`config.mk`:
```
export PLATFORM = sky130hd
export DESIGN_NAME = padc_core
export DESIGN_NICKNAME = d
export VERILOG_FILES = /design/src/common/padc_pkg.sv /design/src/rtl/padc_core.sv
export SDC_FILE = /design/constraint.sdc
export NUM_CORES = 1
export LEC_CHECK = 0
export BUFFER_PORTS_ARGS = -buffer_cell sky130_fd_sc_hd__buf_2
export CAP_MARGIN = 20
export CORE_MARGIN = 10
export CORE_UTILIZATION = 36
export CTS_BUF_LIST = sky130_fd_sc_hd__clkbuf_16
export CTS_CLUSTER_DIAMETER = 40
export DETAILED_ROUTE_END_ITERATION = 10
export GPL_ROUTABILITY_DRIVEN = 0
export SLEW_MARGIN = 15
export SYNTH_ARGS = -nofsm -noshare
export SYNTH_HDL_FRONTEND = slang
export SYNTH_SLANG_ARGS = --single-unit
```
`constraint.sdc`:
```
create_clock -name clk -period 3.1 [get_ports clk]
set_input_delay 0.155 -clock clk [delete_from_list [all_inputs] [get_ports clk]]
set_output_delay 0.155 -clock clk [all_outputs]
set_load 0.02 [all_outputs]
```
`src/common/padc_pkg.sv`:
```
package padc_pkg;
  localparam int DATA_WIDTH = 8;
  localparam int LEVEL_WIDTH = 16;
  localparam int CLK_PERIOD_NS = 100;
  localparam int LATENCY_HALF_CYCLES = 5;
  localparam int OUTPUT_RISE_EDGES = (LATENCY_HALF_CYCLES + 1) / 2;
  localparam int WAKE_TIME_NS = 1000;
  localparam int WAKE_CYCLES = WAKE_TIME_NS / CLK_PERIOD_NS;
  localparam logic [DATA_WIDTH-1:0] WORD_RESET = 8'h00;
  localparam logic [DATA_WIDTH-1:0] WORD_ZERO = 8'h00;
  localparam logic [DATA_WIDTH-1:0] WORD_FULL = 8'hff;
endpackage

```
`src/rtl/padc_core.sv`:
```
`timescale 1ns/1ns
module padc_core #(
  parameter int DATA_WIDTH = padc_pkg::DATA_WIDTH,
  parameter int LEVEL_WIDTH = padc_pkg::LEVEL_WIDTH
) (
  input wire logic clk,
  input wire logic reset,
  input wire logic sleep_request_pin,
  input wire logic [LEVEL_WIDTH-1:0] input_level,
  input wire logic [LEVEL_WIDTH-1:0] lower_reference_level,
  input wire logic [LEVEL_WIDTH-1:0] upper_reference_level,
  output logic [DATA_WIDTH-1:0] sample_word_bits
);

  // the clamp codes and the scale factor are fixed eight-bit package words
  if (DATA_WIDTH != padc_pkg::DATA_WIDTH)
  begin : g_bad_data_width
    $error("padc_core: DATA_WIDTH must equal the package word width");
  end

  // a level narrower than the word could not reach every code
  if (LEVEL_WIDTH < DATA_WIDTH)
  begin : g_bad_level_width
    $error("padc_core: LEVEL_WIDTH must not be below DATA_WIDTH");
  end

  // the pipe below is built from exactly three rising-edge stages
  if (padc_pkg::OUTPUT_RISE_EDGES != 3)
  begin : g_bad_latency
    $error("padc_core: pipe depth does not match the half-cycle latency");
  end

  localparam int PROD_WIDTH = LEVEL_WIDTH + DATA_WIDTH;

  logic [DATA_WIDTH-1:0] capture_reg;
  logic [DATA_WIDTH-1:0] stage1_reg;
  logic [DATA_WIDTH-1:0] stage2_reg;
  logic [DATA_WIDTH-1:0] word_reg;

  // quantiser: clamp at the reference limits, then scale linearly
  wire below_range = input_level < lower_reference_level;
  wire above_range = input_level > upper_reference_level;
  wire empty_span = upper_reference_level <= lower_reference_level;
  wire in_range = !below_range && !above_range && !empty_span;
  wire [LEVEL_WIDTH-1:0] span = upper_reference_level - lower_reference_level;
  wire [LEVEL_WIDTH-1:0] offset = input_level - lower_reference_level;
  wire [PROD_WIDTH-1:0] scaled = PROD_WIDTH'(offset) * PROD_WIDTH'(padc_pkg::WORD_FULL);
  wire [PROD_WIDTH-1:0] quotient = empty_span ? '0 : scaled / PROD_WIDTH'(span);
  wire [DATA_WIDTH-1:0] ratio_code = quotient[DATA_WIDTH-1:0];
  wire [DATA_WIDTH-1:0] code_word;
  // zero code for low input, full code for high or degenerate span
  assign code_word = below_range ? padc_pkg::WORD_ZERO :
                     (above_range || empty_span) ? padc_pkg::WORD_FULL :
                     ratio_code;

  wire awake = !sleep_request_pin;

  // capture on the falling edge; a stopped clock simply holds everything
  always_ff @(negedge clk or posedge reset)
  begin
    if (reset)
      capture_reg <= padc_pkg::WORD_RESET;
    else if (awake)
      capture_reg <= code_word;
  end

  // two more rising edges of pipeline plus the output stage give 2.5 cycles
  always_ff @(posedge clk or posedge reset)
  begin
    if (reset)
    begin
      stage1_reg <= padc_pkg::WORD_RESET;
      stage2_reg <= padc_pkg::WORD_RESET;
      word_reg <= padc_pkg::WORD_RESET;
    end
    else if (awake)
    begin
      stage1_reg <= capture_reg;
      stage2_reg <= stage1_reg;
      word_reg <= stage2_reg;
    end
  end

  // freezing the whole pipe during sleep keeps the last word on the pins
  assign sample_word_bits = word_reg;

  // helper: the word as seen at the last falling edge, for the rise-only check
  logic [DATA_WIDTH-1:0] fall_word_reg;
  always_ff @(negedge clk or posedge reset)
  begin
    if (reset)
      fall_word_reg <= padc_pkg::WORD_RESET;
    else
      fall_word_reg <= sample_word_bits;
  end

  // helper: the rising-edge count of the pipe must match the half-cycle latency
  localparam int RISE_EDGES = padc_pkg::OUTPUT_RISE_EDGES;
endmodule

```
==> results_dict.tcl, run 1 <==
set metrics [dict create \
    layout-drive-gt1-share 0.477 \
    antenna_found_initial 0 \
    finalNonFillerCells 4661 \
    cts.sinks 32 \
    critPathMaxStageDelay_ns 0.56 \
    drv_cap 0 \
    setup_viol 8 \
    dp_hpwl_microns 65200 \
    status "finished, violations left" \
    clkLatencyLatePin_ns 0.30 \
    fin_util 0.609 \
    end_kind "flip-flop" \
    die-area_sq_mm 0.0660 \
    cts_max_level 2 \
    critPathTopFamily "compound AO/OA/AOI/OAI gates" \
    floorplan.core_area_sq_mm 0.0553 \
    first_pass_iters 5 \
    ys_ff_latch 32 \
    critPathMaxFanout 12 \
    die_h_microns 257 \
    start_util 0.366 \
    worst_slew_pin_slew_ns 0.671 \
    startpoint "lower_reference_level[1]" \
    grt_start_max_net_pins 34 \
    wl_per_cell_microns 18.0 \
    wirelength_microns 83700 \
    synth-seq-area-share 0.0396 \
    syn_avg_cell_area_sq_um 7.68 \
    slowest_stage "or4_4" \
    ys.flop_type "dfrtp_1" \
    cts_max_path_buffers 2 \
    post-route-worst-setup-slack_ns -53.15 \
    start_kind "input pin" \
    rsz0062_at_grt "yes" \
    io_buffer_count 58 \
    vias 25700 \
    slew_violations 0 \
    overflow 0 \
    synth-async-reset-ratio 1.00 \
    antenna_cells 0 \
    worstRegToRegCells 1 \
    critPathArrivalTime_ns 54.84 \
    rrSetupSlack_ns 0.72 \
    synth_cells 2632 \
    grt_pass1_wl_microns 128000 \
    crit_top_cell "a21o_1" \
    die_w_microns 257 \
    yosysWarnings 0 \
    r2r-start "capture_reg[0]$_DFFE_NP0N_" \
    fin_hold_ws_ns 0.463 \
    final_common_cell "buf_4" \
    cts_tree "done" \
    fin_nets 4387 \
    grt_use_total 0.229 \
    viasPerCell 5.51 \
    syn_nets 3107 \
    finClkSkew_ns 0.0272 \
    drt_iter0_drc 1544 \
    synth-edff-count 0 \
    hp-class "reg2reg" \
    finalHoldViolCount 0 \
    ios 59 \
    cts_buffers 5 \
    dp.cells 4424 \
    cp.required_ns 1.68 \
    area_delta_synth_final_pct 66.5 \
    drc 0 \
    max_slew_margin 0.550 \
    rows 86 \
    grt_pass1_vias 26000 \
    r2r_end "stage1_reg[0]$_DFFE_PP0N_" \
    holdPathStages 1 \
    antenna_left 0 \
    final_cell_mix "buf_4, ha_1, nor2_1, inv_1, nand2_1" \
    ys_types 112 \
    cts_root_buf "clkbuf_16" \
    clk_pin_slew_ns 0.04 \
    syn_area_sq_mm 0.0202 \
    violations "negative setup slack" \
    timing_worst_setup_path_type "in2reg" \
    crit_cells 299 \
    cp_num_buf_inv 25 \
    setup.worst_path.end "capture_reg[0]$_DFFE_NP0N_" \
]
[logic make-up (layout without fill, tap and decap cells)]
| group | Yosys count | in the layout | synth area share |
|---|---|---|---|
| buffers and inverters | 242 | 1522 | 0.0467 |
| XOR/XNOR | 186 | 186 | 0.0809 |
| AO/OA/AOI/OAI | 820 | 820 | 0.282 |
| adder cells (fa/ha/maj) | 429 | 429 | 0.284 |
| multiplexers | 131 | 131 | 0.0739 |
| AND/OR/NAND/NOR | 792 | 793 | 0.193 |
| flip-flops | 32 | 32 | 0.0396 |
[layout make-up]
type | count | area, sq um
repair buffers | 1340 | 10200
flip-flops and latches | 32 | 801
clock inverters | 3 | 37.5
fillers | 4560 | 21600
inverters | 174 | 673
clock buffers | 5 | 125
well taps | 748 | 936
multi-input cells | 2359 | 20900
[layer usage]
layer  track usage  share of wire  vias up
li1              -              -    12400
met1         0.285           0.43    12200
met2         0.413           0.48      848
met3        0.0207          0.054      238
met4        0.0603          0.040        0
met5             0              0        -
[per-stage QoR]
step	instance area, sq um	TNS, ns	setup WS, ns
floorplan	21300	-346.31	-53.70
global placement	29900	-351.46	-53.68
detailed placement	29900	-362.04	-55.37
CTS	31900	-336.61	-52.08
global route	33700	-358.97	-55.52
finish	33700	-344.47	-53.15
[worst min-delay path by stage]
stage / to / slack [ns] / startpoint
floorplan: sample_word_bits[0]$_DFFE_PP0N_ / 0.27 / reset
global placement: stage2_reg[4]$_DFFE_PP0N_ / 0.24 / reset
global route: capture_reg[5]$_DFFE_NP0N_ / 0.48 / capture_reg[5]$_DFFE_NP0N_
detailed placement: sample_word_bits[3]$_DFFE_PP0N_ / 0.26 / reset
finish: capture_reg[6]$_DFFE_NP0N_ / 0.46 / capture_reg[6]$_DFFE_NP0N_
CTS: capture_reg[6]$_DFFE_NP0N_ / 0.46 / capture_reg[6]$_DFFE_NP0N_
[cells in the mapped netlist, types with 12 or more instances]
master | number | share of area
or3_1 | 24 | 0.0074
nor3_1 | 116 | 0.029
or2_2 | 17 | 0.0053
xor2_1 | 82 | 0.036
a21oi_1 | 174 | 0.043
dfrtp_1 | 24 | 0.030
and2_1 | 21 | 0.0065
mux2i_1 | 12 | 0.0059
o31ai_1 | 43 | 0.016
nor4_1 | 13 | 0.0040
nand2_1 | 186 | 0.035
ha_1 | 373 | 0.23
nor2b_1 | 30 | 0.0093
nand4_1 | 21 | 0.0065
o21bai_1 | 21 | 0.0078
nor2_1 | 213 | 0.040
a21o_1 | 109 | 0.040
fa_1 | 51 | 0.050
nand2b_1 | 32 | 0.0099
xnor2_1 | 103 | 0.045
o21a_1 | 106 | 0.039
mux2_2 | 113 | 0.063
inv_1 | 171 | 0.032
o211ai_1 | 25 | 0.0093
a31oi_1 | 26 | 0.0080
nand3_1 | 46 | 0.011
o21ai_0 | 123 | 0.030
clkbuf_1 | 51 | 0.0095
a211oi_1 | 22 | 0.0082
and3_1 | 20 | 0.0062
[repair_timing]
item / CTS / global route
hold endpoints to repair: 24 / 0
gates resized for setup: 182 / 187
hold buffers: 1 / 0
gates cloned: 1 / 0
endpoints found under the setup margin: 8 / 8
buffers inserted: 126 / 101
pin swaps: 213 / 147
Power of run 1 is not shown: default switching activity piles up to over one toggle a cycle in this logic, so the estimate is an artifact.
==> run 2, diff against run 1 <==
clock period = 72.6 ns   (was 3.1 ns; I/O delays follow)
==> run 2 against run 1 <==
Net effect: the run still ends with negative setup slack left; routed wire length decreased by 2.3%; clock skew increased by 0.0012 ns; first-iteration DRC count decreased by 3.5%; sequential cell count unchanged; register-to-register slack improved by 35 ns; core utilization decreased by 1.2 points; die area unchanged.
==> results_dict.tcl, run 2 (synthesis results as in run 1) <==
set metrics [dict create \
    area_delta_synth_final_pct 63.3 \
    rsz0062_at_grt "yes" \
    cp_num_buf_inv 23 \
    setup_viol 8 \
    critPathMaxFanout 8 \
    start_kind "input pin" \
    cts_buffers 5 \
    die_w_microns 257 \
    status "finished, violations left" \
    grt_pass1_wl_microns 129000 \
    worst_slew_pin_slew_ns 0.873 \
    first_pass_iters 6 \
    cts_max_path_buffers 2 \
    cts_max_level 2 \
    drc 0 \
    die-area_sq_mm 0.0660 \
    vias 25400 \
    dp_hpwl_microns 64300 \
    antenna_left 0 \
    cp.required_ns 36.43 \
    cts_root_buf "clkbuf_16" \
    final_cell_mix "buf_4, ha_1, nor2_1, nand2_1, inv_1" \
    clk_pin_slew_ns 0.04 \
    drt_iter0_drc 1490 \
    antenna_found_initial 0 \
    wl_per_cell_microns 17.7 \
    slew_violations 0 \
    critPathTopFamily "compound AO/OA/AOI/OAI gates" \
    post-route-worst-setup-slack_ns -21.93 \
    finalSetupTns_ns -96.46 \
    fin_nets 4341 \
    start_util 0.366 \
    final_common_cell "buf_4" \
    cts.sinks 32 \
    critPathMaxStageDelay_ns 0.60 \
    fin_hold_ws_ns 0.452 \
    layout-drive-gt1-share 0.461 \
    antenna_cells 0 \
    drv_cap 0 \
    cts_tree "done" \
    finalHoldViolCount 0 \
    violations "negative setup slack" \
    timing_worst_setup_path_type "in2reg" \
    grt_use_total 0.232 \
    ios 59 \
    io_buffer_count 58 \
    slowest_stage "or4_4" \
    floorplan.core_area_sq_mm 0.0553 \
    overflow 0 \
    end_kind "flip-flop" \
    viasPerCell 5.51 \
    crit_top_cell "o21a_1" \
    finClkSkew_ns 0.0283 \
    grt_start_max_net_pins 35 \
    clkLatencyLatePin_ns 0.30 \
    max_slew_margin 0.417 \
    hp-class "reg2reg" \
    fillers 4721 \
    wirelength_microns 81800 \
    rows 86 \
    critPathArrivalTime_ns 58.36 \
    die_h_microns 257 \
    grt_pass1_vias 26000 \
]
[run 2: final timing paths]
path	from	end	slack (ns)	cells after the start
min	capture_reg[3]$_DFFE_NP0N_	capture_reg[3]$_DFFE_NP0N_	0.45	1
max reg2reg	capture_reg[0]$_DFFE_NP0N_	stage1_reg[0]$_DFFE_PP0N_	35.46	1
max	input_level[0]	capture_reg[0]$_DFFE_NP0N_	-21.93	298
max in group asynchronous	reset	capture_reg[0]$_DFFE_NP0N_	32.68	3
min in group asynchronous	reset	stage2_reg[4]$_DFFE_PP0N_	3.44	3
min reg2reg	capture_reg[3]$_DFFE_NP0N_	capture_reg[3]$_DFFE_NP0N_	0.45	1
[run 2: per-layer routing]
layer	part of all wire	vias to the layer above	track usage
met1	0.43	12100	0.289
li1	-	12300	-
met3	0.056	220	0.0236
met5	0	-	0
met2	0.48	793	0.405
met4	0.040	0	0.0878
[run 2: final cells by class]
type                       count  area [sq um]  area share
clock buffer                   5           125     0.00379
clock inverter                 3          37.5     0.00114
inverter                     174           671      0.0203
multi-input combinational   2360         20600       0.625
sequential                    32           801      0.0243
tap                          748           936      0.0283
timing repair buffer        1293          9820       0.297
[run 2: through the flow]
step | cells | instance area [sq um] | util | worst slack [ns]
after global routing | 4615 | 33000 | 0.597 | -24.60
after floorplan | 2632 | 21300 | - | -22.43
final | 4615 | 33000 | 0.597 | -21.93
after CTS | 4580 | 32200 | 0.583 | -20.82
after global placement | 4388 | 29600 | 0.535 | -22.57
after detailed placement | 4388 | 29600 | 0.535 | -24.23
[run 2: timing repair]
| action | in CTS | in global routing |
|---|---|---|
| gates resized for setup | 219 | 103 |
| setup buffers | 182 | 35 |
| pin swaps | 205 | 140 |
| setup endpoints to repair | 8 | 8 |
| hold buffers | 0 | 0 |
| cloned | 3 | 0 |
Power of run 2 is left out for the same reason.
